`src/rtl/fsc_defines.svh`:
```
// Register offsets, field positions, reset values and timing counts of the checker
`ifndef FSC_DEFINES_SVH
`define FSC_DEFINES_SVH

`define FSC_OFF_CTRL       12'h000
`define FSC_OFF_STATUS     12'h004
`define FSC_OFF_PARAM      12'h008
`define FSC_OFF_WDPROD     12'h00C
`define FSC_OFF_MODCNT     12'h010
`define FSC_OFF_CFGWR      12'h014
`define FSC_OFF_IOLEN      12'h018

`define FSC_ST_CFG_FAULT   2
`define FSC_ST_PRM_FAULT   6
`define FSC_ST_LOCKED      8

`define FSC_B0_LOCK        7
`define FSC_B0_UNLOCK      6

`define FSC_CTRL_RST       1'b1
`define FSC_MODCNT_RST     5'h00

`define FSC_PRM_STD_LEN    6'h07
`define FSC_PRM_MAX_LEN    6'h20

`define FSC_ID_IU          8'h70
`define FSC_ID_DIN16       8'h50
`define FSC_ID_DOUT16      8'h60
`define FSC_ID_AOUT4       8'h63
`define FSC_ID_AIN8        8'h57

`define FSC_CLK_HZ         50000000
`define FSC_WD_UNIT_MS     10
`define FSC_WD_UNIT_CYC    ((`FSC_CLK_HZ / 1000) * `FSC_WD_UNIT_MS)
`define FSC_BIT_CYC        4

`endif

```
`src/rtl/fsc_pkg.sv`:
```
// Types shared by the parameter and configuration checker
package fsc_pkg;

  typedef enum logic [1:0] {
    FSC_WAIT_PRM  = 2'b00,
    FSC_WAIT_CFG  = 2'b01,
    FSC_DATA_EXCH = 2'b10
  } fsc_state_t;

  typedef struct packed {
    logic       valid;
    logic       last;
    logic       cfg;
    logic [7:0] data;
  } fsc_rx_t;

  typedef struct packed {
    logic valid;
    logic ok;
    logic cfg;
  } fsc_ack_t;

endpackage : fsc_pkg

```
`src/rtl/fsc_param_cfg_check.sv`:
```
// Parameter-set and configuration-check handler of a fieldbus slave station
//
// The address map and register access over APB were left to the implementer.
`timescale 1ns/1ps
`include "fsc_defines.svh"
module fsc_param_cfg_check
  import fsc_pkg::*;
#(
  parameter int          MAX_MODS    = 8,
  parameter logic [15:0] OWN_ID      = 16'h5A3C, // Arbitrary identity value
  parameter int          WD_UNIT_CYC = `FSC_WD_UNIT_CYC,
  parameter int          BIT_CYC     = `FSC_BIT_CYC
)(
  input  wire logic        pclk,
  input  wire logic        presetn,
  input  wire logic        psel,
  input  wire logic        penable,
  input  wire logic        pwrite,
  input  wire logic [11:0] paddr,
  input  wire logic [31:0] pwdata,
  output logic      [31:0] prdata,
  output logic             pready,
  output logic             pslverr,
  input  wire fsc_rx_t     rx,
  output logic             rx_ready,
  output fsc_ack_t         ack,
  output fsc_state_t       station_state,
  output logic             diag_cfg_fault,
  output logic             diag_prm_fault,
  output logic             locked,
  output logic      [7:0]  group_mask,
  output logic      [7:0]  responder_delay,
  output logic      [15:0] watchdog_product
);

  localparam int AW = (MAX_MODS > 1) ? $clog2(MAX_MODS) : 1;

  if (MAX_MODS < 1 || MAX_MODS > 31) begin : g_bad_mods
    $error("fsc_param_cfg_check: MAX_MODS out of range");
  end
  if (WD_UNIT_CYC < 1 || WD_UNIT_CYC > (1 << 20)) begin : g_bad_wd
    $error("fsc_param_cfg_check: WD_UNIT_CYC out of range");
  end
  if (BIT_CYC < 1 || BIT_CYC > 256) begin : g_bad_bit
    $error("fsc_param_cfg_check: BIT_CYC out of range");
  end

  typedef struct packed {
    logic            enable;
    logic [4:0]      mod_cnt;
    fsc_state_t      st;
    logic            open;
    logic [5:0]      cnt;
    logic [6:0][7:0] b;
    logic            cmp_v;
    logic            cmp_last;
    logic [7:0]      cmp_byte;
    logic [5:0]      cmp_idx;
    logic            mis;
    logic [8:0]      acc;
    logic [8:0]      iolen;
    logic            prm_end;
    logic            busy;
    logic            ok;
    logic [7:0]      dly;
    logic            ack_v;
    logic            ack_ok;
    logic            ack_cfg;
    logic [7:0]      f1;
    logic [7:0]      f2;
    logic [7:0]      delay;
    logic [7:0]      group;
    logic [5:0]      mode;
    logic            locked;
    logic            cfg_fault;
    logic            prm_fault;
    logic [15:0]     wdp;
    logic [19:0]     wd_div;
    logic [15:0]     wd_cnt;
    logic [7:0]      bit_div;
    logic [31:0]     prdata;
  } fsc_regs_t;

  fsc_regs_t r_reg;
  fsc_regs_t r_next;

  function automatic logic addr_known(input logic [11:0] a);
    case (a)
      `FSC_OFF_CTRL, `FSC_OFF_STATUS, `FSC_OFF_PARAM, `FSC_OFF_WDPROD,
      `FSC_OFF_MODCNT, `FSC_OFF_CFGWR, `FSC_OFF_IOLEN: addr_known = 1'b1;
      default: addr_known = 1'b0;
    endcase
  endfunction : addr_known

  // Units of data named by one identifier byte
  function automatic logic [8:0] id_units(input logic [7:0] id);
    id_units = {5'h00, id[3:0]} + 9'h001;
  endfunction : id_units

  function automatic logic [15:0] wd_mult(input logic [7:0] a, input logic [7:0] b);
    wd_mult = {8'h00, a} * {8'h00, b};
  endfunction : wd_mult

  logic            apb_wr;
  logic            mem_we;
  logic [AW-1:0]   mem_raddr;
  logic [7:0]      mem_rdata;
  logic            rx_take;
  logic [5:0]      rx_idx;
  logic [15:0]     prm_id;
  logic [1:0]      prm_lock;
  logic            prm_len_bad;
  logic            prm_id_bad;
  logic            prm_wd_bad;
  logic            prm_dly_bad;
  logic            prm_ok;
  logic [7:0]      cfg_exp;
  logic            cfg_bad;
  logic            cfg_mis;
  logic            cfg_fin;
  logic            bit_tick;

  assign apb_wr    = psel & penable & pwrite;
  assign pready    = 1'b1;
  assign pslverr   = psel & penable & ~addr_known(paddr);
  assign prdata    = r_reg.prdata;
  assign mem_we    = apb_wr & (paddr == `FSC_OFF_CFGWR) & (int'(pwdata[12:8]) < MAX_MODS);
  // Next byte is refused while a verdict or reply is still pending
  assign rx_ready  = r_reg.enable & ~r_reg.busy & ~r_reg.cmp_v & ~r_reg.prm_end;
  assign rx_take   = rx.valid & rx_ready;
  assign rx_idx    = r_reg.open ? r_reg.cnt : 6'h00;
  // Byte 0 is the unit itself, so module k sits at byte k+1
  assign mem_raddr = AW'(rx_idx - 6'h01);
  assign bit_tick  = r_reg.busy & (int'(r_reg.bit_div) == BIT_CYC - 1);

  assign prm_id      = {r_reg.b[4], r_reg.b[5]};
  assign prm_lock    = {r_reg.b[0][`FSC_B0_LOCK], r_reg.b[0][`FSC_B0_UNLOCK]};
  // Bytes past the seventh are ignored up to a full frame
  assign prm_len_bad = (r_reg.cnt < `FSC_PRM_STD_LEN) | (r_reg.cnt > `FSC_PRM_MAX_LEN);
  assign prm_id_bad  = (prm_id != OWN_ID);
  assign prm_wd_bad  = (r_reg.b[1] == 8'h00) | (r_reg.b[2] == 8'h00);
  assign prm_dly_bad = (prm_lock == 2'b10) & (r_reg.b[3] == 8'h00);
  assign prm_ok      = ~(prm_len_bad | prm_id_bad | prm_wd_bad | prm_dly_bad);

  assign cfg_exp = (r_reg.cmp_idx == 6'h00) ? `FSC_ID_IU : mem_rdata;
  assign cfg_bad = (r_reg.cmp_byte != cfg_exp) | (r_reg.cmp_idx > {1'b0, r_reg.mod_cnt});
  assign cfg_mis = r_reg.mis | cfg_bad |
                   (r_reg.cmp_last & (r_reg.cmp_idx != {1'b0, r_reg.mod_cnt}));
  assign cfg_fin = r_reg.cmp_v & r_reg.cmp_last;

  fsc_cfg_mem #(
    .W     (8),
    .DEPTH (MAX_MODS),
    .AW    (AW)
  ) u_mem (
    .pclk  (pclk),
    .we    (mem_we),
    .waddr (AW'(pwdata[12:8])),
    .wdata (pwdata[7:0]),
    .raddr (mem_raddr),
    .rdata (mem_rdata)
  );

  always_comb begin
    r_next         = r_reg;
    r_next.ack_v   = 1'b0;
    r_next.cmp_v   = 1'b0;
    r_next.prm_end = 1'b0;

    // Register bus: read data latched in the setup cycle, zero wait states
    if (psel & ~penable) begin
      case (paddr)
        `FSC_OFF_CTRL:   r_next.prdata = {31'h0, r_reg.enable};
        `FSC_OFF_STATUS: r_next.prdata = {23'h0, r_reg.locked, 1'b0, r_reg.prm_fault,
                                          3'h0, r_reg.cfg_fault, r_reg.st};
        `FSC_OFF_PARAM:  r_next.prdata = {r_reg.group, r_reg.delay, r_reg.f2, r_reg.f1};
        `FSC_OFF_WDPROD: r_next.prdata = {16'h0, r_reg.wdp};
        `FSC_OFF_MODCNT: r_next.prdata = {27'h0, r_reg.mod_cnt};
        `FSC_OFF_IOLEN:  r_next.prdata = {23'h0, r_reg.iolen};
        default:         r_next.prdata = 32'h0;
      endcase
    end
    if (apb_wr & (paddr == `FSC_OFF_CTRL)) begin
      r_next.enable = pwdata[0];
    end
    if (apb_wr & (paddr == `FSC_OFF_MODCNT) & (int'(pwdata[4:0]) <= MAX_MODS)) begin
      r_next.mod_cnt = pwdata[4:0];
    end

    // Watchdog runs only in data exchange; expiry asks for new parameters
    if (r_reg.st == FSC_DATA_EXCH) begin
      if (int'(r_reg.wd_div) == WD_UNIT_CYC - 1) begin
        r_next.wd_div = 20'h0;
        if ((r_reg.wd_cnt + 16'h1) >= r_reg.wdp) begin
          r_next.wd_cnt = 16'h0;
          r_next.st     = FSC_WAIT_PRM;
        end else begin
          r_next.wd_cnt = r_reg.wd_cnt + 16'h1;
        end
      end else begin
        r_next.wd_div = r_reg.wd_div + 20'h1;
      end
    end else begin
      r_next.wd_div = 20'h0;
      r_next.wd_cnt = 16'h0;
    end

    if (rx_take) begin
      r_next.open = ~rx.last;
      r_next.cnt  = (rx_idx == 6'h3F) ? rx_idx : rx_idx + 6'h01;
      if (rx_idx == 6'h00) begin
        r_next.mis = 1'b0;
        r_next.acc = 9'h000;
      end
      if (rx.cfg) begin
        r_next.cmp_v    = 1'b1;
        r_next.cmp_last = rx.last;
        r_next.cmp_byte = rx.data;
        r_next.cmp_idx  = rx_idx;
      end else begin
        if (rx_idx < `FSC_PRM_STD_LEN) begin
          r_next.b[rx_idx[2:0]] = rx.data;
        end
        r_next.prm_end = rx.last;
      end
    end

    if (r_reg.cmp_v) begin
      r_next.mis = cfg_mis;
      r_next.acc = r_reg.acc + id_units(r_reg.cmp_byte);
    end
    if (cfg_fin) begin
      r_next.busy    = 1'b1;
      r_next.dly     = r_reg.delay;
      r_next.ack_cfg = 1'b1;
      r_next.ok      = ~cfg_mis & (r_reg.st != FSC_WAIT_PRM);
      r_next.wd_div  = 20'h0;
      r_next.wd_cnt  = 16'h0;
      if (~cfg_mis & (r_reg.st != FSC_WAIT_PRM)) begin
        r_next.st        = FSC_DATA_EXCH;
        r_next.cfg_fault = 1'b0;
        r_next.iolen     = r_reg.acc + id_units(r_reg.cmp_byte);
      end else begin
        r_next.st        = FSC_WAIT_PRM;
        r_next.cfg_fault = 1'b1;
      end
    end

    if (r_reg.prm_end) begin
      r_next.busy    = 1'b1;
      r_next.dly     = r_reg.delay;
      r_next.ack_cfg = 1'b0;
      r_next.ok      = prm_ok;
      if (prm_ok) begin
        r_next.delay     = r_reg.b[3];
        r_next.prm_fault = 1'b0;
        r_next.st        = FSC_WAIT_CFG;
        // Lock 00 touches no parameter but the responder delay
        if (prm_lock != 2'b00) begin
          r_next.f1     = r_reg.b[1];
          r_next.f2     = r_reg.b[2];
          r_next.wdp    = wd_mult(r_reg.b[1], r_reg.b[2]);
          r_next.mode   = r_reg.b[0][5:0];
          r_next.locked = (prm_lock == 2'b10);
          if (r_reg.b[0][`FSC_B0_LOCK]) begin
            r_next.group = r_reg.b[6];
          end
        end
      end else begin
        r_next.prm_fault = 1'b1;
        r_next.st        = FSC_WAIT_PRM;
      end
    end

    // Reply is held back for the responder delay, counted in bit times
    if (r_reg.busy) begin
      r_next.bit_div = bit_tick ? 8'h00 : r_reg.bit_div + 8'h01;
      if (bit_tick) begin
        if (r_reg.dly == 8'h00) begin
          r_next.busy   = 1'b0;
          r_next.ack_v  = 1'b1;
          r_next.ack_ok = r_reg.ok;
        end else begin
          r_next.dly = r_reg.dly - 8'h01;
        end
      end
    end else begin
      r_next.bit_div = 8'h00;
    end
  end

  always_ff @(posedge pclk or negedge presetn) begin
    if (!presetn) begin
      r_reg         <= '0;
      r_reg.enable  <= `FSC_CTRL_RST;
      r_reg.mod_cnt <= `FSC_MODCNT_RST;
      r_reg.st      <= FSC_WAIT_PRM;
    end else begin
      r_reg <= r_next;
    end
  end

  assign ack              = '{valid: r_reg.ack_v, ok: r_reg.ack_ok, cfg: r_reg.ack_cfg};
  assign station_state    = r_reg.st;
  assign diag_cfg_fault   = r_reg.cfg_fault;
  assign diag_prm_fault   = r_reg.prm_fault;
  assign locked           = r_reg.locked;
  assign group_mask       = r_reg.group;
  assign responder_delay  = r_reg.delay;
  assign watchdog_product = r_reg.wdp;

  // Bit times elapsed since the verdict, for the reply gap check
  logic [8:0] gap_cnt;
  logic [7:0] gap_need;
  always_ff @(posedge pclk or negedge presetn) begin
    if (!presetn) begin
      gap_cnt  <= 9'h000;
      gap_need <= 8'h00;
    end else if (r_reg.prm_end | cfg_fin) begin
      gap_cnt  <= 9'h000;
      gap_need <= r_reg.delay;
    end else if (bit_tick & (gap_cnt != 9'h1FF)) begin
      gap_cnt <= gap_cnt + 9'h001;
    end
  end
endmodule : fsc_param_cfg_check

```
`src/rtl/fsc_cfg_mem.sv`:
```
// Local module identifier store with registered read port
`timescale 1ns/1ps
module fsc_cfg_mem #(
  parameter int W     = 8,
  parameter int DEPTH = 8,
  parameter int AW    = 3
)(
  input  wire logic          pclk,
  input  wire logic          we,
  input  wire logic [AW-1:0] waddr,
  input  wire logic [W-1:0]  wdata,
  input  wire logic [AW-1:0] raddr,
  output logic      [W-1:0]  rdata
);

  if (DEPTH < 1 || DEPTH > (1 << AW)) begin : g_bad_depth
    $error("fsc_cfg_mem: depth does not fit address width");
  end

  logic [W-1:0] mem [DEPTH];

  always_ff @(posedge pclk) begin
    if (we) begin
      mem[waddr] <= wdata;
    end
    rdata <= mem[raddr];
  end

endmodule : fsc_cfg_mem

```
`config.mk`:
```
export PLATFORM = sky130hd
export DESIGN_NAME = fsc_param_cfg_check
export DESIGN_NICKNAME = d
export VERILOG_FILES = /design/src/rtl/fsc_pkg.sv /design/src/rtl/fsc_param_cfg_check.sv /design/src/rtl/fsc_cfg_mem.sv
export VERILOG_INCLUDE_DIRS = /design/src /design/src/rtl
export SDC_FILE = /design/constraint.sdc
export NUM_CORES = 1
export LEC_CHECK = 0
export ABC_AREA = 1
export BUFFER_PORTS_ARGS = -buffer_cell sky130_fd_sc_hd__buf_4
export CORE_MARGIN = 5
export CORE_UTILIZATION = 34
export CTS_CLUSTER_SIZE = 16
export DETAILED_ROUTE_END_ITERATION = 12
export PLACE_DENSITY = 0.6
export REMOVE_ABC_BUFFERS = 1
export SLEW_MARGIN = 15
export SYNTH_ARGS = -nofsm -noshare
export SYNTH_HDL_FRONTEND = slang
export SYNTH_SLANG_ARGS = --single-unit
```
`constraint.sdc`:
```
create_clock -name pclk -period 5.6 [get_ports pclk]
set_input_delay 0 -clock pclk [delete_from_list [all_inputs] [get_ports pclk]]
set_output_delay 0 -clock pclk [all_outputs]
set_load 0.03 [all_outputs]
```
==> results, run 1 <==
- Compared with the post-synthesis result, the final layout area differs by 15.0%.
- Of the total power, combinational logic draws 0.242.
- The floorplan step defined a die boundary enclosing 54,700 um^2.
- The sequential fraction of design power is 0.424.
- The worst setup path is launched from a register.
- The area of all placed cells without fillers is 19,600 um^2.
- The count of cell types in the netlist is 50.
- The wire-length estimate of the detail-placed layout is 30.4 mm.
- The count of TritonRoute iterations in the first routing pass is 5.
- The clock root buffer is clkbuf_16.
- The instance count of the mapped netlist is 1,995.
- Of the total synthesized cell area, the portion taken by XOR and XNOR cells is 0.0236.
- The clock network fraction of total power is 0.334.
- The final reports fail on hold timing.
- After detailed routing, no signal wire sits above met4.
- After detailed routing, the met3 layer carries 2.34 mm of wire.
- The category of the critical setup timing path is register to register.
- The initialized floorplan defines 82 standard-cell rows.
- For this run, the register share of the synthesized area comes to 0.476.
- The arrival time of data at the critical path endpoint is 4980 ps.
- Pin placement for this block handled 135 I/O pins.
- The multiplexer fraction of the synthesized cell area is 0.
- The DRC marker count from the first detailed-route iteration is 973.
- The slowest stage of the critical path belongs to the cell fa_1.
- The maximum number of pins on one net before global-route repair is 180.
- The overflow left after global routing is 0.
- Buffers placed on the I/O ports in this run total 114.
- The endpoint class of the critical path is a register.
- After detailed routing, the number of vias per cell comes to 4.76.
- The largest single stage delay on the critical path is 550 ps.
- The number of endpoints with negative hold slack in the final report is 1.
- The count of state elements after synthesis is 313.
- A synthesized cell averages 8.55 um^2.
- The total wire length after detailed routing is 42.5 mm.
- The number of violations of the max-capacitance limit is 0.
- The total via count after detailed routing is 13,100.
- At the pin with the least slew margin, the transition time is 1040 ps.
- The final weighted congestion in routability-driven placement is 0.892.
- Wire segments on met2 add up to 19.4 mm in the final route.
- The post-route worst hold slack is -9.45 ps.
- The first-pass GRT wire length is 68.2 mm.
- The worst path meets setup with 1080 ps of slack.
- The worst-case clock buffer depth is 3.
- The minimum period implied by the final worst setup slack is 4520 ps.
- Of the total synthesized cell area, the portion taken by full adders, half adders and majority gates is 0.0933.
- For this run, the post-layout net count is 2,222.
- After detailed routing, the number of remaining DRC violations is 0.
- Timing analysis after detailed placement gives a worst setup slack of 1100 ps.
- The H-tree depth reported by CTS is 2.
- The net switching power is 2.50 mW.
- In the final timing run, aggregate negative setup slack is 0 ps.
- The main combinational cell family by area after synthesis is simple AND/OR/NAND/NOR gates.
- The number of failing setup endpoints in the final timing report is 0.
- The proportion of layout cells with a drive suffix above 1 is 0.106.
- The flow ran to the end, but the final reports show violations.
- After clock tree synthesis, the clock-pin slew on the worst setup and hold paths is 60 ps.
- The class of the worst hold path is primary input to register.
- TritonCTS built the clock tree.
- The via count of the first global-routing pass is 12,600.
- The switching fraction of total power is 0.347.
- 0 antenna diodes ended up in the layout.
- The per-cell routed wire length is 15.4 um.
- The post-route clock skew is 17.3 ps.
- The areal power density over the cells is 367 nW/um^2.
- The met1 wire length is 20.0 mm.
- For this configuration, the core starts out at a cell density of 0.342.
- Summed over all cells, the static leakage comes to 9.54 nW.
- The number of buffers and inverters on the critical path is 3.
- The maximum fanout encountered on the critical timing path is 11.
- The max-slew violation total from the final report was 0.
- Counting flops with a built-in enable in the synthesized netlist gives 64.
- At the end of the flow the core is filled with cells to 0.393.
- Yosys printed 0 warnings.
- Of the total synthesized cell area, the portion taken by AND, OR, NAND and NOR gates is 0.189.
- Measured against its own limit, the worst slew margin works out to 0.308.
- TritonCTS created 36 clock buffers.
- The maximum vdd drop is 0.267 mV.
- The internal power of the cells totals 4.70 mW.
- In the layout the commonest cells are nand2_1 (436), inv_1 (294), dfrtp_1 (240).
- Clock tree synthesis found a total of 313 sinks.
- Walking the worst path, the cells encountered are nand2_1 > inv_1 > fa_1 > fa_1 > inv_1 > fa_1 > fa_1 > inv_1 > ha_1 > nand2_1 > o21ai_0 > a21oi_1 > o21bai_1 > xor2_1 > nand3_1 > nand2_1.
- Summing all placed instances gives a cell area of 18,100 um^2.
- The horizontal die dimension is 234 um.
- The height of the die is 234 um.
- Setup repair after global routing left no endpoint under its margin.
- The dominant synthesized flop cell is dfrtp_1.
- The cell area that synthesis handed to floorplanning was 17,100 um^2.
- The initial antenna violation count is 0.
- Across every metal layer, demand over resource in global routing totals 0.154.
- The library cell used most frequently in the layout, excluding fill and tap cells, is nand2_1.
- The register with the most flip-flops in the layout has 151 of them.
- The number of nets still failing antenna checks after routing is 0.
- Of the available clock period, the critical path in the final layout requires 0.807.
- For the worst setup path, the data required time is 6060 ps.
- Overall power consumption after layout is estimated at 7.20 mW.
- In this design, the critical path's most frequently occurring cell is fa_1.
- The maximum clock rate is 0.221 GHz.
- The placeable core area is 49,900 um^2.
- The synthesized-area fraction occupied by ao, oa, aoi and oai cells was 0.105.
- The later pin in the worst-skew pair is clocked with a latency of 530 ps.
- The number of resized instances in the post-cts repair step is 0.
- For this run, asynchronously set or reset flops after synthesis account for 0.770.
- The kind of cell with the highest combined delay along the critical path is adder cells.
[power groups by stage]
stage               registers (mW)  clock network [mW]  logic [mW]
global route                  3.10                2.56        2.02
CTS                           3.05                2.47        1.76
floorplan                     2.95                   0        1.22
detailed placement            3.09                   0        1.73
global placement              3.07                   0        1.69
finish                        3.06                2.40        1.75
[worst paths after layout]
kind	endpoint	start	slack, ps	cells after the start
worst max-delay path	watchdog_product[13]	r_reg[202]	1080	16
worst min-delay path	r_reg[252]	pwrite	-9	5
worst max register to register	watchdog_product[13]	r_reg[202]	1080	16
worst min register to register	r_reg[32]	r_reg[32]	460	1
max in group asynchronous	r_reg[203]	presetn	4200	3
min in group asynchronous	r_reg[54]	presetn	10	2
[area by class of cell]
class | count | area [um^2]
inverter | 296 | 1110
multi-input combinational | 1251 | 7040
fill | 5036 | 30300
timing repair buffer | 159 | 1280
sequential | 313 | 8110
clock inverter | 18 | 171
tap | 672 | 841
clock buffer | 48 | 1050
[through the flow]
stage | cells | hold slack, ps
after floorplan | 1860 | -296
after global placement | 2664 | -21.3
after detailed placement | 2664 | -16.6
after CTS | 2757 | 1.92
after global routing | 2757 | 55.0
final | 2757 | -9.45
[what timing repair did]
item | in CTS | in global routing
buffers inserted | 0 | 0
hold endpoints to repair | 239 | 0
hold buffers | 27 | 0
[metal layers]
metal  vias up  GRT usage
li1       6465          -
met5         -          0
met2       273      0.244
met4         0     0.0332
met3        63     0.0286
met1      6330      0.222
[Yosys cell counts (8+ instances only)]
library cell  count  share of area
o21ai_0         209          0.061
nand3_1          80          0.023
o21ai_2           8         0.0041
buf_4            71          0.031
o21ai_1          14         0.0041
nor4_1           13         0.0048
clkbuf_1         39         0.0086
a31oi_1          12         0.0044
dfrtp_1         240           0.35
edfxtp_1         64           0.11
o22ai_1          15         0.0055
nor3_1           34          0.010
nand4_1          21         0.0077
inv_1           294          0.065
a21oi_1          46          0.013
dfxtp_1           8         0.0094
a22o_1           10         0.0051
xnor2_1          10         0.0051
fa_1             37          0.043
nor2_1          159          0.035
ha_1             68          0.050
buf_2            21         0.0062
xor2_1           36          0.018
nand2_1         436          0.096
[worst reg2reg max path: stages (launching register included)]
cell,delay (ps)
dfrtp_1,510
nand2_1,120
inv_1,60
fa_1,450
fa_1,550
inv_1,50
fa_1,460
fa_1,540
inv_1,40
ha_1,360
nand2_1,70
o21ai_0,500
a21oi_1,210
o21bai_1,200
xor2_1,160
nand3_1,90
nand2_1,90
[cells by family after synthesis]
logic type | after synthesis
AND/OR/NAND/NOR | 769
buffers and inverters | 431
AO/OA/AOI/OAI | 330
flip-flops | 313
adder cells (fa/ha/maj) | 105
XOR/XNOR | 46
other | 1
No activity file was read; power rests on OpenSTA's default activity.
==> run 2: changes to the inputs <==
Settings changed: ABC_AREA 1 to 0.
Clock period 5.6 ns to 4.7 ns, I/O delays scaled along.
==> run 2 against run 1 <==
  * The run now ends clean
  * Largest power group is now the clock network
  * Clock power increased by 18%
  * Critical path type unchanged
  * Critical path depth down 2
  * Register-to-register slack got worse by 940 ps
  * Critical endpoint unchanged
==> results, run 2 <==
- The flow ran to the end, and the final reports show no timing, DRC or antenna violations.
- The vias per cell is 4.97 (+4.3%).
- The height of the die was 232 um (-1.0%).
- The count of unresolved DRC violations after routing is 0 (unchanged).
- The number of buffer cells added on primary ports is 114 (unchanged).
- The top cell type's share of synthesized area was 0.360 (+0.00776).
- The insertion delay to the later sink of the worst-skew pair is 530 ps (about the same).
- The number of flip-flops under the largest register name is 151 (unchanged).
- The initial core utilization is 0.342 (about the same).
- Among all cell types in the netlist, the one instantiated most often is dfrtp_1.
- The biggest area consumer among synthesized cells is dfrtp_1.
- The signal on the critical path passes through and2_1 > fa_1 > fa_1 > fa_1 > inv_1 > fa_1 > inv_1 > ha_1 > o21a_1 > o211a_1 > o41ai_2 > a21boi_0 > or3_1 > a31o_2.
- The maximum number of pins on one net before global-route repair came to 93 (-48%).
- The number of clock sinks is 313 (unchanged).
- The share of async-settable or async-resettable flops after synthesis came to 0.770 (unchanged).
- The worst path buffer plus inverter count is 2 (-1).
- The count of state elements after synthesis is 313 (unchanged).
- The dominant cell type by count on the critical path is fa_1.
- The least setup slack across all paths after layout is 139 ps (-940 ps).
- By area the synthesized netlist is led by dfrtp_1 (36%), edfxtp_1 (12%), mux2_2 (6.6%).
- In the layout the commonest cells are dfrtp_1 (231), buf_4 (152), nand2_1 (125).
- The initial antenna violation count is 0 (unchanged).
- The number of top-level design ports is 135 (unchanged).
- The post-route clock skew is 16.8 ps (-0.504 ps).
- The via count of the first global-routing pass is 11,600 (-8.4%).
- The worst-case clock buffer depth is 3 (unchanged).
- The maximum vdd drop was 0.373 mV (+40%).
- The transition time at the pin with the least slew margin was 946 ps (-91.6 ps).
- The total number of cells along the worst setup path was 14 (-2).
- The number of cells on the worst hold path came to 4 (-1).
- The horizontal die dimension is 232 um (-1.0%).
- The setup slack of the worst register-to-register path was 140 ps (-940 ps).
- The net count of the finished layout is 1,735 (-22%).
- The clock buffer count from CTS is 36 (unchanged).
- The critical path data required time is 5110 ps (-950 ps).
- The per-cell routed wire length came to 18.2 um (+18%).
- The number of nets still failing antenna checks after routing is 0 (unchanged).
- The endpoint identified for the worst register-to-register timing path is watchdog_product[13].
- The capture point of the critical path is watchdog_product[13].
- The number of endpoints with negative hold slack in the final report is 0 (-1).
- The count of cells along the worst register-to-register path is 14 (-2).
- The arrival time of data at the critical path endpoint was 4980 ps (about the same).
- The core occupancy in the finished layout is 0.400 (+0.00650).
- The post-synthesis average cell area is 11.4 um^2 (+33%).
- The clock slew seen by the registers of the worst setup and hold paths was 60 ps (about the same).
- The fraction of the yosys area taken by sequential cells is 0.486 (+0.0105).
- The count of fill cells added during filler insertion is 4,648 (-7.7%).
- The number of failing setup endpoints in the final timing report came to 0 (unchanged).
- The instance count of the mapped netlist is 1,468 (-26%).
- Relative to the synthesized area, the layout overhead comes to 16.8%.
- The placed wire-length estimate after detailed placement came to 29.7 mm (-2.2%).
- The final worst-path cycle share is 0.970 (+0.163).
- The highest cell delay on the worst timing path is 550 ps (about the same).
- The most common cell after layout, fill and taps aside is dfrtp_1.
- The final standard cell count with taps included and fillers excluded is 2,260 (-18%).
- The number of placed cells counting well taps is 2,156 (-19%).
- The remaining max-slew budget at the tightest pin was 0.366 (+0.0576).
- The count of cell types in the netlist came to 78 (+56%).
- The final weighted congestion in routability-driven placement came to 0.819 (-8.1%).
- For this run, the leading register cell type out of synthesis is dfrtp_1.
- By startpoint and endpoint, the worst setup path is classified as register to register.
- Sorting the synthesized cells by how often they occur yields dfrtp_1 (240), nand2_1 (125), inv_1 (100), mux2_2 (98), nor2_1 (81).
- TritonCTS built the clock tree.
- The total placed instance area is 17,900 um^2 (-1.2%).
- The maximum fanout encountered on the critical timing path is 11 (unchanged).
- The placeable core area is 48,700 um^2 (-2.2%).
- The area of all placed cells without fillers came to 19,500 um^2 (-0.62%).
- The number of enable flip-flop cells after synthesis came to 64 (unchanged).
- The slowest stage of the critical path is the fa_1 cell.
- The overflow left after global routing was 0 (unchanged).
- The worst setup path is launched from a register.
- The most critical setup path has its startpoint at r_reg[201].
- The diode insertion count for antenna repair came to 0 (unchanged).
- The die area is 53,600 um^2 (-2.1%).
- The minimum period implied by the final worst setup slack is 4560 ps (+40.4 ps).
- The proportion of layout cells with a drive suffix above 1 is 0.238 (+0.132).
- The areal power density over the cells is 295 nW/um^2 (-20%).
- The DRC marker count from the first detailed-route iteration is 815 (-16%).
- The number of standard-cell rows in the floorplan is 81 (-1.2%).
- The total routing resource utilization after global routing is 0.153 (-0.00140).
- Among cell families on the critical path, the largest total delay comes from adder cells.
- The cell area after synthesis is 16,700 um^2 (-2.2%).
- The total of warnings raised by yosys is 0 (unchanged).
- The cell sitting at the root of the clock tree is a clkbuf_16.
- The min-delay analysis places its worst path in the category primary input to register.
- The H-tree depth reported by CTS is 2 (unchanged).
- The number of violations of the max-capacitance limit is 0 (unchanged).
- The area of all sequential standard cells is 8130 um^2 (+0.14%).
- The worst register-to-register path begins at r_reg[201].
- The count of TritonRoute iterations in the first routing pass is 5 (unchanged).
- The total via count after detailed routing is 11,200 (-14%).
- The maximum clock rate is 0.219 GHz (-0.89%).
- The total wire length after detailed routing came to 41.2 mm (-3.0%).
- The first-pass GRT wire length is 65.5 mm (-4.0%).
- The pre-CTS worst setup slack came to 0.882 ps (-1100 ps).
- The multi-input logic area is 7510 um^2 (+6.7%).
- The max-slew violation total from the final report is 0 (unchanged).
- The leakage power summed over all cells is 9.09 nW (-4.7%).
- The endpoint class of the critical path is a register.
[run 2: cell types whose count changed after synthesis, moves of 67 or more]
cell,delta
and2_1,+67
inv_1,-194
mux2_2,+98
nand2_1,-311
nor2_1,-78
o21ai_0,-143
[run 2: worst min-delay path: cells and delay by family]
| family | cells | cell delay, ps |
|---|---|---|
| buf+inv | 1 | 150 |
| simple gates | 3 | 380 |
[run 2: final cells by class]
type,count,area share
Clock buffer,49,0.0540
Clock inverter,15,0.00725
Inverter,100,0.0193
Multi-Input combinational cell,936,0.386
Sequential cell,313,0.417
Tap cell,664,0.0426
Timing Repair Buffer,183,0.0745
[run 2: worst min-delay path by stage]
stage / from / end / slack [ps]
after floorplan: presetn / ack[0] / -300
after detailed placement: presetn / watchdog_product[14] / 60
after CTS: psel / prdata[7] / 20
final: psel / prdata[7] / 50
after global placement: presetn / prdata[13] / 60
after global routing: psel / prdata[7] / 60
[run 2: report_power, final]
part / internal, mW / switching, mW
clock: 1.68 / 1.14
sequential: 2.77 / 0.00204
combinational: 0.0483 / 0.105
total: 4.51 / 1.25
[run 2: metal layers]
metal	track usage	share of wire	vias to the layer above
li1	-	-	5274
met3	0.0272	0.047	59
met4	0.0377	0.023	0
met1	0.214	0.47	5654
met5	0	0	-
met2	0.247	0.46	242
[run 2: through the flow]
| step | hold slack, ps | power (mW) | setup TNS, ps |
|---|---|---|---|
| 3_3_place_gp | 58.0 | 2.96 | 0 |
| 5_1_grt | 62.3 | 5.95 | -19.0 |
| 4_1_cts | 20.8 | 5.83 | 0 |
| 6_report | 47.2 | 5.75 | 0 |
| 2_1_floorplan | -296 | 2.85 | 0 |
| 3_5_place_dp | 58.3 | 2.97 | 0 |
[run 2: cells by family (layout without fill, tap and decap cells)]
logic type,count (synthesis),count (layout),synth area share
buf+inv,219,347,0.0660
flops,313,313,0.486
fa+ha+maj,105,105,0.0954
compound gates,204,204,0.0836
xor+xnor,46,46,0.0241
other cells,1,1,0.000225
mux,139,139,0.105
simple gates,441,441,0.139
[run 2: repair_timing]
action	4_1_cts	5_1_grt
gates resized for setup	1	13
hold buffers	29	0
pin swaps	0	2
endpoints found under the setup margin	1	5
buffers inserted	0	11
endpoints found under the hold margin	239	0
